<file path="src/verilog/pcu_pkg.sv">
`default_nettype none
package pcu_pkg;
    localparam int OVS = 16;                  // sample clocks per bit
    localparam logic [4:0] MID = 5'h08;       // half bit
    localparam logic [4:0] FULL = 5'h10;      // one bit
    localparam logic [4:0] HALF_STOP = 5'h18; // one and a half bits
    localparam logic [3:0] LEN5 = 4'h5;       // base char length
    localparam logic [7:0] IDLE_BYTE = 8'h00;
    typedef enum logic [1:0] {LEN_5, LEN_6, LEN_7, LEN_8} pcu_len_e;
endpackage
`default_nettype wire
</file>
<file path="src/verilog/pcu_if.sv">
`default_nettype none
interface pcu_if;
    logic serialDevToPeer; // device transmit line
    logic serialPeerToDev; // device receive line
    modport device (output serialDevToPeer, input serialPeerToDev);
    modport peer   (input serialDevToPeer, output serialPeerToDev);
endinterface
`default_nettype wire

</file>
<file path="src/verilog/pcu_device.sv">
// What this block does
// - rx_output_disable tri-states received character
// - short characters sit right-justified
// - parity error on mismatch, low if off
// - framing error when first stop low
// - overrun when valid still set
// - flag_output_disable tri-states status flags
// - receive sample clock is sixteen times rate
// - low clear input drops character valid
// - character valid set with buffer transfer
// - master clear zeroes flags, line high
// - holding empty once passed to shifter
// - low load latches transmit inputs
// - load rising edge starts, waits if busy
// - shift empty after all stop bits
// - start, data, parity if on, then stop bits
// - unused high transmit inputs ignored
// - high config load captures format
// - parity off disables generate and check
// - stop select gives 1.5 or 2
// - two length bits select 5 to 8
// - even select high gives even parity
// - transmit shift clock is sixteen times rate
`default_nettype none
module pcu_device (
    input  wire logic       core_clk,          // system clock
    input  wire logic       rstn,              // async reset, low
    pcu_if.device           line,              // serial link
    input  wire logic       master_clear,      // synchronous clear, high
    input  wire logic       rx_sample_clock,   // 16x rx clock pin
    input  wire logic       tx_shift_clock,    // 16x tx clock pin
    input  wire logic       rx_output_disable, // char outputs off
    input  wire logic       flag_output_disable, // flag outputs off
    input  wire logic       rx_flag_clear_n,   // clears valid, low
    input  wire logic       tx_holding_load_n, // holding load, low
    input  wire logic [7:0] tx_char_in,        // transmit character
    input  wire logic       config_latch_load, // format load, high
    input  wire logic       parity_off,        // no parity
    input  wire logic       stop_length_select, // longer stop
    input  wire logic       length_select_low, // length bit 0
    input  wire logic       length_select_high, // length bit 1
    input  wire logic       even_parity_select, // even parity
    output logic [7:0]      rxCharOut,         // received char
    output logic            rxCharOutOe,       // char drive enable
    output logic            parityErrorFlag,   // parity error
    output logic            framingErrorFlag,  // framing error
    output logic            overrunFlag,       // overrun
    output logic            rxCharValid,       // data received
    output logic            txHoldingEmpty,    // holding empty
    output logic            flagOe,            // flag drive enable
    output logic            txShiftEmpty       // shifter empty
);
    logic [1:0] rxClkSync_q, txClkSync_q, rxInSync_q; // two-stage syncs
    logic       rxClkOld_q, txClkOld_q;
    logic       loadSync1_q, loadSync2_q, loadOld_q;
    logic       rxTick, txTick, loadRise;
    logic       parOff_q, stopSel_q, evenPar_q;
    logic [1:0] lenSel_q;
    logic [3:0] charLen;
    logic [7:0] lenMask;
    logic [7:0] txHold_q;
    logic       holdFull_q;

    // synchronisers, first stage only feeds second
    always_ff @(posedge core_clk or negedge rstn) begin
        if (!rstn) begin
            rxClkSync_q <= 2'h0;
            txClkSync_q <= 2'h0;
            rxInSync_q  <= 2'h3;
            loadSync1_q <= 1'h1;
            loadSync2_q <= 1'h1;
            rxClkOld_q  <= 1'h0;
            txClkOld_q  <= 1'h0;
            loadOld_q   <= 1'h1;
        end else begin
            rxClkSync_q <= {rxClkSync_q[0], rx_sample_clock};
            txClkSync_q <= {txClkSync_q[0], tx_shift_clock};
            rxInSync_q  <= {rxInSync_q[0], line.serialPeerToDev};
            loadSync1_q <= tx_holding_load_n;
            loadSync2_q <= loadSync1_q;
            rxClkOld_q  <= rxClkSync_q[1];
            txClkOld_q  <= txClkSync_q[1];
            loadOld_q   <= loadSync2_q;
        end
    end
    assign rxTick   = rxClkSync_q[1] & ~rxClkOld_q;
    assign txTick   = txClkSync_q[1] & ~txClkOld_q;
    assign loadRise = loadSync2_q & ~loadOld_q;

    // format register
    always_ff @(posedge core_clk or negedge rstn) begin
        if (!rstn) begin
            parOff_q  <= 1'h1;
            stopSel_q <= 1'h0;
            evenPar_q <= 1'h0;
            lenSel_q  <= 2'h3;
        end else if (config_latch_load) begin
            parOff_q  <= parity_off;
            stopSel_q <= stop_length_select;
            evenPar_q <= even_parity_select;
            lenSel_q  <= {length_select_high, length_select_low};
        end
    end
    assign charLen = pcu_pkg::LEN5 + {2'h0, lenSel_q};
    assign lenMask = 8'hff >> (4'h8 - charLen);

    // ---------------- transmitter ----------------
    typedef enum logic [2:0] {
        TX_IDLE, TX_START, TX_DATA, TX_PAR, TX_STOP
    } pcu_tx_e;
    pcu_tx_e    txState_q;
    logic [7:0] txShift_q;
    logic [4:0] txCnt_q, stopLen;
    logic [3:0] txBit_q;
    logic       txPar_q, txLine_q;
    logic       stopLong;

    assign stopLong = stopSel_q && (lenSel_q != 2'h0);
    assign stopLen  = !stopSel_q ? pcu_pkg::FULL :
                      stopLong ? 5'(2 * pcu_pkg::OVS) :
                      pcu_pkg::HALF_STOP;

    // holding register, latched while load is low
    always_ff @(posedge core_clk or negedge rstn) begin
        if (!rstn) begin
            txHold_q   <= pcu_pkg::IDLE_BYTE;
            holdFull_q <= 1'h0;
        end else if (master_clear) begin
            holdFull_q <= 1'h0;
        end else begin
            if (!loadSync2_q)
                txHold_q <= tx_char_in & lenMask;
            if (loadRise)
                holdFull_q <= 1'h1;
            else if (txState_q == TX_IDLE && holdFull_q)
                holdFull_q <= 1'h0;
        end
    end

    // transmit sequencer on 16x ticks
    always_ff @(posedge core_clk or negedge rstn) begin
        if (!rstn) begin
            txState_q <= TX_IDLE;
            txShift_q <= pcu_pkg::IDLE_BYTE;
            txCnt_q   <= 5'h0;
            txBit_q   <= 4'h0;
            txPar_q   <= 1'h0;
            txLine_q  <= 1'h1;
        end else if (master_clear) begin
            txState_q <= TX_IDLE;
            txLine_q  <= 1'h1;
        end else begin
            unique case (txState_q)
                TX_IDLE: begin
                    txLine_q <= 1'h1;
                    if (holdFull_q) begin
                        txShift_q <= txHold_q;
                        txPar_q   <= ~evenPar_q ^ (^txHold_q);
                        txState_q <= TX_START;
                        txCnt_q   <= 5'h0;
                    end
                end
                TX_START: if (txTick) begin
                    txLine_q <= 1'h0;
                    txCnt_q  <= txCnt_q + 5'h1;
                    if (txCnt_q == pcu_pkg::FULL - 5'h1) begin
                        txState_q <= TX_DATA;
                        txCnt_q   <= 5'h0;
                        txBit_q   <= 4'h0;
                    end
                end
                TX_DATA: if (txTick) begin
                    txLine_q <= txShift_q[0];
                    txCnt_q  <= txCnt_q + 5'h1;
                    if (txCnt_q == pcu_pkg::FULL - 5'h1) begin
                        txCnt_q   <= 5'h0;
                        txShift_q <= txShift_q >> 1;
                        txBit_q   <= txBit_q + 4'h1;
                        if (txBit_q == charLen - 4'h1)
                            txState_q <= parOff_q ? TX_STOP : TX_PAR;
                    end
                end
                TX_PAR: if (txTick) begin
                    txLine_q <= txPar_q;
                    txCnt_q  <= txCnt_q + 5'h1;
                    if (txCnt_q == pcu_pkg::FULL - 5'h1) begin
                        txCnt_q   <= 5'h0;
                        txState_q <= TX_STOP;
                    end
                end
                TX_STOP: if (txTick) begin
                    txLine_q <= 1'h1;
                    txCnt_q  <= txCnt_q + 5'h1;
                    if (txCnt_q == stopLen - 5'h1)
                        txState_q <= TX_IDLE;
                end
            endcase
        end
    end
    assign line.serialDevToPeer = txLine_q;
    assign txShiftEmpty = (txState_q == TX_IDLE) && !holdFull_q;
    assign txHoldingEmpty = !holdFull_q;

    // ---------------- receiver ----------------
    typedef enum logic [1:0] {RX_IDLE, RX_START, RX_BITS} pcu_rx_e;
    pcu_rx_e    rxState_q;
    logic [4:0] rxCnt_q;
    logic [3:0] rxBit_q, rxTotal;
    logic [8:0] rxShift_q;
    logic       rxPrev_q, rxIn;
    logic [7:0] rxChar;
    logic       rxParGot, rxDone;

    assign rxIn    = rxInSync_q[1];
    assign rxTotal = charLen + {3'h0, ~parOff_q};
    assign rxDone  = rxState_q == RX_BITS && rxTick &&
                     rxCnt_q == pcu_pkg::FULL - 5'h1 && rxBit_q == rxTotal;

    // start detect and centre sampling
    always_ff @(posedge core_clk or negedge rstn) begin
        if (!rstn) begin
            rxState_q <= RX_IDLE;
            rxCnt_q   <= 5'h0;
            rxBit_q   <= 4'h0;
            rxShift_q <= 9'h0;
            rxPrev_q  <= 1'h1;
        end else if (master_clear) begin
            rxState_q <= RX_IDLE;
            rxPrev_q  <= 1'h1;
        end else begin
            rxPrev_q <= rxIn;
            unique case (rxState_q)
                RX_IDLE: if (rxPrev_q && !rxIn) begin
                    rxState_q <= RX_START;
                    rxCnt_q   <= 5'h0;
                end
                RX_START: if (rxTick) begin
                    rxCnt_q <= rxCnt_q + 5'h1;
                    if (rxCnt_q == pcu_pkg::MID - 5'h1) begin
                        rxCnt_q   <= 5'h0;
                        rxBit_q   <= 4'h0;
                        rxState_q <= rxIn ? RX_IDLE : RX_BITS;
                    end
                end
                RX_BITS: if (rxTick) begin
                    rxCnt_q <= rxCnt_q + 5'h1;
                    if (rxCnt_q == pcu_pkg::FULL - 5'h1) begin
                        rxCnt_q <= 5'h0;
                        rxBit_q <= rxBit_q + 4'h1;
                        if (rxBit_q == rxTotal)
                            rxState_q <= RX_IDLE;
                        else
                            rxShift_q[rxBit_q] <= rxIn;
                    end
                end
                default: rxState_q <= RX_IDLE;
            endcase
        end
    end
    assign rxChar   = rxShift_q[7:0] & lenMask;
    assign rxParGot = rxShift_q[charLen];

    // receive buffer and flags; set wins over clear
    always_ff @(posedge core_clk or negedge rstn) begin
        if (!rstn) begin
            rxCharOut        <= pcu_pkg::IDLE_BYTE;
            rxCharValid      <= 1'h0;
            parityErrorFlag  <= 1'h0;
            framingErrorFlag <= 1'h0;
            overrunFlag      <= 1'h0;
        end else if (master_clear) begin
            rxCharValid      <= 1'h0;
            parityErrorFlag  <= 1'h0;
            framingErrorFlag <= 1'h0;
            overrunFlag      <= 1'h0;
        end else if (rxDone) begin
            rxCharOut        <= rxChar;
            rxCharValid      <= 1'h1;
            overrunFlag      <= rxCharValid;
            framingErrorFlag <= !rxIn;
            parityErrorFlag  <= !parOff_q &&
                (rxParGot != (~evenPar_q ^ (^rxChar)));
        end else if (!rx_flag_clear_n) begin
            rxCharValid <= 1'h0;
        end
    end

    assign rxCharOutOe = !rx_output_disable;
    assign flagOe      = !flag_output_disable;
endmodule
`default_nettype wire

</file>
<file path="src/flat_wrapper.sv">
// flat-port wrapper written by rule: the top's interface ports become plain ports
module pcu_device_flat 
  (core_clk, rstn, master_clear, rx_sample_clock, tx_shift_clock, rx_output_disable, flag_output_disable, rx_flag_clear_n, tx_holding_load_n, tx_char_in, config_latch_load, parity_off, stop_length_select, length_select_low, length_select_high, even_parity_select, rxCharOut, rxCharOutOe, parityErrorFlag, framingErrorFlag, overrunFlag, rxCharValid, txHoldingEmpty, flagOe, txShiftEmpty, line_serialDevToPeer, line_serialPeerToDev);
  pcu_if line_i ();
  input  wire logic core_clk;
  input  wire logic rstn;
  input  wire logic master_clear;
  input  wire logic rx_sample_clock;
  input  wire logic tx_shift_clock;
  input  wire logic rx_output_disable;
  input  wire logic flag_output_disable;
  input  wire logic rx_flag_clear_n;
  input  wire logic tx_holding_load_n;
  input  wire logic [7:0] tx_char_in;
  input  wire logic config_latch_load;
  input  wire logic parity_off;
  input  wire logic stop_length_select;
  input  wire logic length_select_low;
  input  wire logic length_select_high;
  input  wire logic even_parity_select;
  output logic [7:0] rxCharOut;
  output logic rxCharOutOe;
  output logic parityErrorFlag;
  output logic framingErrorFlag;
  output logic overrunFlag;
  output logic rxCharValid;
  output logic txHoldingEmpty;
  output logic flagOe;
  output logic txShiftEmpty;
  output wire logic [$bits(line_i.serialDevToPeer)-1:0] line_serialDevToPeer;
  input wire logic [$bits(line_i.serialPeerToDev)-1:0] line_serialPeerToDev;
  assign line_serialDevToPeer = line_i.serialDevToPeer;
  assign line_i.serialPeerToDev = line_serialPeerToDev;
  pcu_device u_core (.core_clk(core_clk), .rstn(rstn), .line(line_i), .master_clear(master_clear), .rx_sample_clock(rx_sample_clock), .tx_shift_clock(tx_shift_clock), .rx_output_disable(rx_output_disable), .flag_output_disable(flag_output_disable), .rx_flag_clear_n(rx_flag_clear_n), .tx_holding_load_n(tx_holding_load_n), .tx_char_in(tx_char_in), .config_latch_load(config_latch_load), .parity_off(parity_off), .stop_length_select(stop_length_select), .length_select_low(length_select_low), .length_select_high(length_select_high), .even_parity_select(even_parity_select), .rxCharOut(rxCharOut), .rxCharOutOe(rxCharOutOe), .parityErrorFlag(parityErrorFlag), .framingErrorFlag(framingErrorFlag), .overrunFlag(overrunFlag), .rxCharValid(rxCharValid), .txHoldingEmpty(txHoldingEmpty), .flagOe(flagOe), .txShiftEmpty(txShiftEmpty));
endmodule
</file>
<file path="config.mk">
export PLATFORM = sky130hd
export DESIGN_NAME = pcu_device_flat
export DESIGN_NICKNAME = d
export VERILOG_FILES = /design/src/verilog/pcu_pkg.sv /design/src/verilog/pcu_if.sv /design/src/verilog/pcu_device.sv /design/src/flat_wrapper.sv
export SDC_FILE = /design/constraint.sdc
export NUM_CORES = 1
export LEC_CHECK = 0
export ABC_AREA = 1
export BUFFER_PORTS_ARGS = -buffer_cell sky130_fd_sc_hd__buf_2
export CAP_MARGIN = 20
export CORE_MARGIN = 10
export CORE_UTILIZATION = 45
export CTS_BUF_LIST = sky130_fd_sc_hd__clkbuf_8
export DETAILED_ROUTE_END_ITERATION = 7
export PLACE_DENSITY = 0.62
export SLEW_MARGIN = 20
export SYNTH_ARGS = -nofsm -noshare
export SYNTH_HDL_FRONTEND = slang
export SYNTH_SLANG_ARGS = --single-unit
</file>
<file path="constraint.sdc">
create_clock -name core_clk -period 3.3 [get_ports core_clk]
set_input_delay 0.33 -clock core_clk [delete_from_list [all_inputs] [get_ports core_clk]]
set_output_delay 0.33 -clock core_clk [all_outputs]
set_load 0.05 [all_outputs]
</file>
==> summary.log, run 1 <==
INFO  run_status     run_status=finished, final reports clean
INFO  floorplan      floorplan.die_area=13900µm²
INFO  timing         grt_setup_unrepaired=false
INFO  cts            tritoncts=yes
INFO  timing         minimum_clock_period=2.62ns
INFO  grt            first_pass_grt_wire_length=15500µm
INFO  timing         timing_worst_slew_pin_value=0.635ns
INFO  floorplan      die-height=118µm
INFO  pwr            p_total=2.71mW
INFO  cts            insertion_delay_of_the_later_clocked_pin_in_the_worst_skew_pair=0.35ns
INFO  floorplan      design.portCount=41
INFO  cts            clk_transition_reported_paths=0.08ns
INFO  detailed_routing per_cell_routed_wire_length=13.0µm
INFO  worst_setup_path path_class=reg -> reg
INFO  detailed_routing postRouteWirelength=9150µm
INFO  synth          avgSynthCellArea=8.23µm²
INFO  hold_path      min_delay_path_depth=1
INFO  synth          netlist_area=4320µm²
INFO  detailed_routing drc=0
INFO  timing         max-slew-margin-rel=57.5%
INFO  cts            cts.repair.resized=0
INFO  synth          async_reset_ff_share=100%
INFO  floorplan      dieWidth=118µm
INFO  cts            cts_max_level=3
INFO  cts            clock-sinks=80
INFO  detailed_routing detail_routed_via_count_per_cell=4.94
INFO  timing         achievable-frequency=382MHz
INFO  finish         finish.cell_count_without_fillers=706
INFO  synth          synth_flop_cell=dfrtp_1
INFO  finish         antenna_diode_count=0
INFO  floorplan      placeableCoreArea=9280µm²
INFO  placed_design  placedCellCount=688
INFO  cts            post-cts-setup-buffer-count=0
INFO  detailed_routing drtPass1Iterations=4
INFO  placed_design  portBuffers=40
INFO  floorplan      site_rows=35
INFO  timing         setup_viol_count_final=0
INFO  detailed_routing drtAntennaViolNets=0
INFO  worst_setup_path critical_path_arrival=2.92ns
INFO  grt            gr-usage-all-layers=13.3%
INFO  cts            cts_root_buffer=clkbuf_8
INFO  hold_path      timing.hold.worst.class=in -> reg
INFO  worst_setup_path crit_path_max_fanout=19
INFO  detailed_routing num_vias=3491
INFO  synth          yosys_warnings=0
INFO  flow_run       max_cap_violations=0
INFO  timing         final-max-slew-violation-count=0
INFO  placed_design  detailed_place_hpwl=6740µm
INFO  synth          netlist_instances=525
INFO  pwr            cellPowerDensity=553nW/µm²
INFO  finish         fraction_of_layout_cells_with_a_size_suffix_above_1=17.7%
INFO  finish         synthToLayoutAreaGrowth=13.4%
INFO  synth          synth_seq_cells=80
INFO  timing         post-route-worst-setup-slack=0.681ns
INFO  grt            grt_start_max_net_pins=81
INFO  grt            grt_overflow_total=0
INFO  cts            cts-buffers-inserted=9
INFO  synth          syn_nets=571
INFO  detailed_routing violation_count_after_the_first_detailed_routing_iteration=169
INFO  timing         layout_worst_path_cycle_share=79.4%
INFO  timing         worst_clock_skew=0.00661ns
INFO  pwr            leakagePower=2.44nW
INFO  worst_setup_path critical_path.endpoint_type=register
INFO  finish         final_cell_area=4900µm²
INFO  grt            antenna_found_initial=0
INFO  finish         final_core_utilization=52.8%
INFO  finish         finalNetCount=618
INFO  floorplan      initial_utilization=46.5%
INFO  pwr            ir_drop=0.312mV
INFO  worst_setup_path critical_path_required=3.60ns
INFO  placed_design  place_worst_setup_slack=0.682ns
INFO  synth          synth-seq-area-share=46.6%
INFO  timing         hold_viol=0
INFO  placed_design  place_area=4650µm²
INFO  cts            cts.path.max_buffers=2
INFO  placed_design  globalplace.congestion=0.850
INFO  cts            cts-hold-fix-buffers=0
INFO  timing         hold-worst-slack=0.0659ns
INFO  synth          count_of_different_cell_masters_after_synthesis=36
INFO  worst_setup_path reg2reg_depth=11
INFO  timing         fin_tns_setup=0ns
INFO  worst_setup_path setup.worst_path.start_class=register
INFO  synth          synth_enable_flop_cells=0
INFO  grt            grt_pass1_vias=3302
## cells by family (layout without fill, tap and decap cells)
group / count (synthesis) / in the layout / share of synthesized area, %
simple gates: 231 / 231 / 22.8
compound gates: 89 / 89 / 12.2
fa+ha+maj: 22 / 22 / 6.54
flops: 80 / 80 / 46.6
xor+xnor: 15 / 15 / 3.04
mux: 4 / 4 / 1.04
buf+inv: 84 / 136 / 7.73
## worst max-delay path, stage by stage, from the launching register on
cell and delay (ns):
dfstp_2 0.62, inv_2 0.11, ha_1 0.20, inv_1 0.06, fa_1 0.43, nand2_1 0.07, nand4_1 0.14, nor2_2 0.17
nand3_2 0.39, nor2_1 0.21, nand3_1 0.10, nand2_1 0.06
## path summary, 6_finish.rpt
kind | start | end | slack (ns)
worst max register to register | u_core.lenSel_q[0] | u_core.parityErrorFlag | 0.68
worst min register to register | u_core.txClkSync_q[0] | u_core.txClkSync_q[1] | 0.35
worst min-delay path | tx_holding_load_n | u_core.loadSync1_q | 0.07
worst max-delay path | u_core.lenSel_q[0] | u_core.parityErrorFlag | 0.68
min in group asynchronous | rstn | u_core.txShift_q[1] | 0.43
max in group asynchronous | rstn | u_core.lenSel_q[0] | 2.22
## cells in the final DEF (no fill, tap or decap), types with 2 or more instances in the layout
master	synthesis	routed
nand2_1	142	142
inv_1	71	72
dfrtp_1	70	70
o21ai_0	53	53
buf_2	3	39
nand3_1	37	37
nor2_1	23	23
ha_1	21	21
o21ai_2	13	13
nor3_1	10	10
dfstp_2	10	10
clkbuf_8	0	9
xor2_1	8	8
a21oi_1	8	8
xnor2_1	7	7
o21ai_1	5	5
nand4_1	5	5
inv_2	4	4
nor2_2	4	4
mux2_2	4	4
or2_2	3	3
clkinv_2	0	3
buf_4	0	3
nand2_2	2	2
nand3_2	2	2
a31oi_1	2	2
o211ai_1	2	2
o22ai_1	2	2
bufinv_16	0	2
## routing by layer
layer / part of all wire, % / track usage, % / vias up / wire, µm
li1: - / - / 1778 / -
met1: 46 / 15.9 / 1656 / 4170
met2: 50 / 23.0 / 44 / 4600
met3: 2.4 / 2.16 / 13 / 224
met4: 1.7 / 5.56 / 0 / 155
met5: 0 / 0 / - / 0
## synthesized netlist by cell type, types with 2 or more instances
| library cell | n | area share (%) |
|---|---|---|
| xor2_1 | 8 | 1.6 |
| buf_6 | 2 | 0.52 |
| nor3_1 | 10 | 1.2 |
| a31oi_1 | 2 | 0.29 |
| buf_2 | 3 | 0.35 |
| o21ai_0 | 53 | 6.1 |
| inv_1 | 71 | 6.2 |
| nor2_2 | 4 | 0.58 |
| mux2_2 | 4 | 1.0 |
| nand3_1 | 37 | 4.3 |
| nand3_2 | 2 | 0.46 |
| clkbuf_1 | 3 | 0.26 |
| nor2_1 | 23 | 2.0 |
| or2_2 | 3 | 0.43 |
| dfstp_2 | 10 | 6.1 |
| dfrtp_1 | 70 | 41 |
| nand2_1 | 142 | 12 |
| o21ai_2 | 13 | 2.6 |
| nand4_1 | 5 | 0.72 |
| xnor2_1 | 7 | 1.4 |
| inv_2 | 4 | 0.35 |
| ha_1 | 21 | 6.1 |
| o21ai_1 | 5 | 0.58 |
| o22ai_1 | 2 | 0.29 |
| o211ai_1 | 2 | 0.35 |
| a21oi_1 | 8 | 0.93 |
| nand2_2 | 2 | 0.29 |
## layout make-up
| class | instances | area [µm²] |
|---|---|---|
| Fill cell | 898 | 4380 |
| Tap cell | 129 | 161 |
| Sequential cell | 80 | 2010 |
| Multi-Input combinational cell | 361 | 1970 |
| Clock buffer | 9 | 124 |
| Clock inverter | 7 | 87.6 |
| Timing Repair Buffer | 44 | 255 |
| Inverter | 76 | 285 |
## flip-flops by register name, indices dropped and copies added, names as in the netlist, 2 cells and up
name and count:
u_core.lenSel_q 2, u_core.rxCnt_q 5, u_core.txState_q 3, u_core.rxClkSync_q 2
u_core.txCnt_q 5, u_core.rxInSync_q 2, u_core.txBit_q 4, u_core.rxShift_q 9
u_core.rxState_q 2, u_core.txClkSync_q 2, u_core.rxBit_q 4, u_core.rxCharOut 8
u_core.txHold_q 8, u_core.txShift_q 8
## power breakdown
part / leakage, nW / switching (mW) / internal, mW
combinational: 1.33 / 0.487 / 0.244
sequential: 0.996 / 0.0913 / 1.11
clock: 0.114 / 0.355 / 0.421
No activity file was read; power rests on OpenSTA's default activity.
==> run 2: changes to the inputs <==
--- a/config.mk
+++ b/config.mk
@@ -5,14 +5,14 @@
 export SDC_FILE = /design/constraint.sdc
 export NUM_CORES = 1
 export LEC_CHECK = 0
-export ABC_AREA = 1
+export ABC_AREA = 0
 export BUFFER_PORTS_ARGS = -buffer_cell sky130_fd_sc_hd__buf_2
 export CAP_MARGIN = 20
 export CORE_MARGIN = 10
 export CORE_UTILIZATION = 45
 export CTS_BUF_LIST = sky130_fd_sc_hd__clkbuf_8
 export DETAILED_ROUTE_END_ITERATION = 7
-export PLACE_DENSITY = 0.62
+export PLACE_DENSITY = 0.65
 export SLEW_MARGIN = 20
 export SYNTH_ARGS = -nofsm -noshare
 export SYNTH_HDL_FRONTEND = slang
==> constraint.sdc (replaced) <==
create_clock -name core_clk -period 2.4 [get_ports core_clk]
set_input_delay 0.24 -clock core_clk [delete_from_list [all_inputs] [get_ports core_clk]]
set_output_delay 0.24 -clock core_clk [all_outputs]
set_load 0.05 [all_outputs]
==> summary.log, run 2 <==
INFO  cts            clk_transition_reported_paths=0.09ns [about the same]
INFO  cts            cts_max_level=3 [unchanged]
INFO  floorplan      dieWidth=118µm [-0.36%]
INFO  timing         max-slew-margin-rel=57.9% [+0.35 points]
INFO  cts            cts-buffers-inserted=9 [unchanged]
INFO  detailed_routing detail_routed_via_count_per_cell=5.14 [+3.9%]
INFO  worst_setup_path register_to_register_setup_slack=-0.10ns [-0.78 ns]
INFO  pwr            ir_drop=0.342mV [+9.6%]
INFO  floorplan      site_rows=35 [unchanged]
INFO  synth          synth_enable_flop_cells=0 [unchanged]
INFO  finish         layout.cells.most_common_list=dfrtp_1, nand2_1, o21ai_0, buf_2, inv_1
INFO  worst_setup_path setup.worst_path.start_class=register
INFO  floorplan      placeableCoreArea=9240µm² [-0.47%]
INFO  timing         achievable-frequency=400MHz [+4.7%]
INFO  grt            grt_pass1_vias=3139 [-4.9%]
INFO  timing         fin_tns_setup=-0.956ns [-0.956 ns]
INFO  timing         post-route-worst-setup-slack=-0.101ns [-0.782 ns]
INFO  placed_design  place_worst_setup_slack=-0.163ns [-0.845 ns]
INFO  timing         minimum_clock_period=2.50ns [-0.118 ns]
INFO  pwr            leakagePower=2.29nW [-6.1%]
INFO  placed_design  detailed_place_hpwl=6840µm [+1.6%]
INFO  floorplan      initial_utilization=46.4% [-0.19 points]
INFO  synth          synthSimpleGateAreaFrac=16.3% [-6.5 points]
INFO  synth          dominant_combinational_cell_family_by_area_after_synthesis=simple AND/OR/NAND/NOR gates
INFO  synth          synth-seq-area-share=47.0% [+0.41 points]
INFO  flow_run       max_cap_violations=0 [unchanged]
INFO  worst_setup_path reg2reg_depth=10 [-1]
INFO  synth          synth_top_cell_by_area=dfrtp_1
INFO  finish         synthToLayoutAreaGrowth=20.0%
INFO  timing         grt_setup_unrepaired=true
INFO  finish         registers.top_by_ff_count=u_core.rxShift_q
INFO  finish         largest_register_ff_count=9 [unchanged]
INFO  detailed_routing per_cell_routed_wire_length=14.8µm [+14%]
INFO  run_status     violations=setup timing
INFO  synth          avgSynthCellArea=10.1µm² [+22%]
INFO  hold_path      worst_hold_startpoint=tx_char_in[4]
INFO  cts            insertion_delay_of_the_later_clocked_pin_in_the_worst_skew_pair=0.35ns [about the same]
INFO  floorplan      die-height=118µm [-0.36%]
INFO  grt            gr-usage-all-layers=13.4% [+0.14 points]
INFO  cts            cts_root_buffer=clkbuf_8
INFO  run_status     run_status=finished with violations
INFO  worst_setup_path worst_r2r_endpoint=u_core.parityErrorFlag
INFO  hold_path      timing.hold.worst.class=in -> reg
INFO  placed_design  globalplace.congestion=0.827 [-2.7%]
INFO  synth          yosysMostFrequentCell=dfrtp_1
INFO  worst_setup_path worst_setup_path_startpoint=u_core.lenSel_q[0]
INFO  finish         fillCellCount=808 [-10%]
INFO  synth          synth_seq_cells=80 [unchanged]
INFO  detailed_routing drtPass1Iterations=4 [unchanged]
INFO  grt            first_pass_grt_wire_length=15600µm [+0.67%]
INFO  detailed_routing drtAntennaViolNets=0 [unchanged]
INFO  timing         hold-worst-slack=0.112ns [+0.0459 ns]
INFO  synth          synth.area.mux_share=8.50% [+7.5 points]
INFO  finish         antenna_diode_count=0 [unchanged]
INFO  synth          yosys_warnings=0 [unchanged]
INFO  floorplan      floorplan.die_area=13800µm² [-0.73%]
INFO  grt            antenna_found_initial=0 [unchanged]
INFO  worst_setup_path critical_path_required=2.66ns [-0.94 ns]
INFO  timing         timing_worst_slew_pin_value=0.630ns [-0.00529 ns]
INFO  placed_design  portBuffers=40 [unchanged]
INFO  synth          syn_nets=472 [-17%]
INFO  cts            tritoncts=yes
INFO  timing         setup_viol_count_final=14 [+14]
INFO  finish         fraction_of_layout_cells_with_a_size_suffix_above_1=27.1% [+9.5 points]
INFO  synth          synth_flop_cell=dfrtp_1
INFO  detailed_routing postRouteWirelength=9320µm [+1.9%]
INFO  finish         layout.cells.most_common=dfrtp_1
INFO  finish         finalNetCount=542 [-12%]
INFO  timing         worst_clock_skew=0.00887ns [+0.00226 ns]
INFO  worst_setup_path critical_path.endpoint_type=register
INFO  cts            cts.path.max_buffers=2 [unchanged]
INFO  synth          netlist_instances=426 [-19%]
INFO  detailed_routing drc=0 [unchanged]
INFO  detailed_routing violation_count_after_the_first_detailed_routing_iteration=174 [+3.0%]
INFO  synth          synth_compound_area_share=12.8% [+0.60 points]
INFO  detailed_routing num_vias=3237 [-7.3%]
INFO  floorplan      design.portCount=41 [unchanged]
INFO  worst_setup_path critical_path_arrival=2.76ns [-0.16 ns]
INFO  pwr            cellPowerDensity=640nW/µm² [+16%]
INFO  timing         hold_viol=0 [unchanged]
INFO  grt            grt_overflow_total=0 [unchanged]
INFO  synth          synth_top_cells_by_area=dfrtp_1, dfstp_2, ha_1, o21ai_0, mux2_2
INFO  synth          yosys.area.top_type_share=40.9% [+0.36 points]
INFO  worst_setup_path crit_path_max_fanout=4 [-15]
INFO  worst_setup_path crit_end=u_core.parityErrorFlag
INFO  synth          count_of_different_cell_masters_after_synthesis=56 [+56%]
INFO  synth          netlist_area=4280µm² [-0.87%]
INFO  worst_setup_path path_class=reg -> reg
INFO  worst_setup_path critical_path.reg2reg.startpoint=u_core.lenSel_q[0]
INFO  grt            grt_start_max_net_pins=45 [-44%]
INFO  cts            clock-sinks=80 [unchanged]
INFO  synth          synth.cells.most_frequent=dfrtp_1, nand2_1, o21ai_0
INFO  timing         layout_worst_path_cycle_share=104% [+25 points]
INFO  synth          xor_xnor_fraction_of_synth_area=4.73% [+1.7 points]
INFO  synth          async_reset_ff_share=100% [unchanged]
INFO  timing         final-max-slew-violation-count=0 [unchanged]
INFO  synth          post_synth_fa_ha_maj_area_fraction=6.60% [+0.057 points]
run 2: cell types whose count changed after synthesis, moves of 8 or more:
cell,delta
inv_1,-42
mux2_2,+15
mux2i_1,+15
nand2_1,-86
nand3_1,-21
o21ai_2,-13
xnor2_1,+8
run 2: through the flow:
step	instances	total power, mW	cell area [µm²]	utilization (%)
final	630	3.29	5140	55.6
after global routing	630	3.49	5140	55.6
after CTS	626	3.30	5070	54.9
after detailed placement	604	2.26	4790	51.8
after global placement	604	2.24	4790	51.8
after floorplan	426	2.05	4310	-
run 2: timing repair:
item | 4_1_cts | 5_1_grt
gates cloned | 0 | 1
pin swaps | 3 | 0
setup endpoints to repair | 11 | 17
resized for setup | 5 | 8
hold buffers | 5 | 0
hold endpoints to repair | 42 | 0
buffers inserted | 1 | 3
run 2: final cells by class:
class	instances	area [µm²]	area share (%)
clock inverter	7	77.6	1.51
sequential	80	2010	39.2
clock buffer	9	124	2.41
inverter	30	115	2.24
multi-input combinational	304	2180	42.5
tap	129	161	3.14
timing repair buffer	71	464	9.03
run 2: how the worst min path moves through the flow:
stage	cells past startpoint	endpoint	slack, ns
after floorplan	0	u_core.evenPar_q	-0.06
after global placement	1	u_core.rxCharOut[1]	0.28
after detailed placement	1	u_core.rxCharOut[0]	0.28
after CTS	2	u_core.txHold_q[2]	0.1
after global routing	2	u_core.txHold_q[4]	0.1
final	2	u_core.txHold_q[4]	0.11
run 2: where the power goes:
group / switching, mW / internal [mW] / total, mW
clock network: 0.533 / 0.490 / 1.02
logic: 0.398 / 0.322 / 0.719
registers: 0.0881 / 1.46 / 1.55
run 2: critical path, cell delays in order (launching register included):
cell      delay (ns)
dfstp_2         0.57
inv_4           0.05
ha_4            0.15
inv_2           0.05
fa_1            0.43
xor2_2          0.19
o211ai_2        0.13
buf_6           0.16
nor4_4          0.22
or3b_1          0.39
o311ai_1        0.08
run 2: per-layer routing:
layer	vias up	global-route usage [%]	part of all wire, %
li1	1625	-	-
met1	1536	18.0	49
met2	68	20.5	46
met3	8	3.55	4.7
met4	0	4.40	1.0
met5	-	0	0
run 2: logic make-up after synthesis:
| family | count (synthesis) |
|---|---|
| multiplexers | 34 |
| flip-flops | 80 |
| adder cells (fa/ha/maj) | 22 |
| AO/OA/AOI/OAI | 87 |
| buffers and inverters | 43 |
| XOR/XNOR | 20 |
| AND/OR/NAND/NOR | 140 |
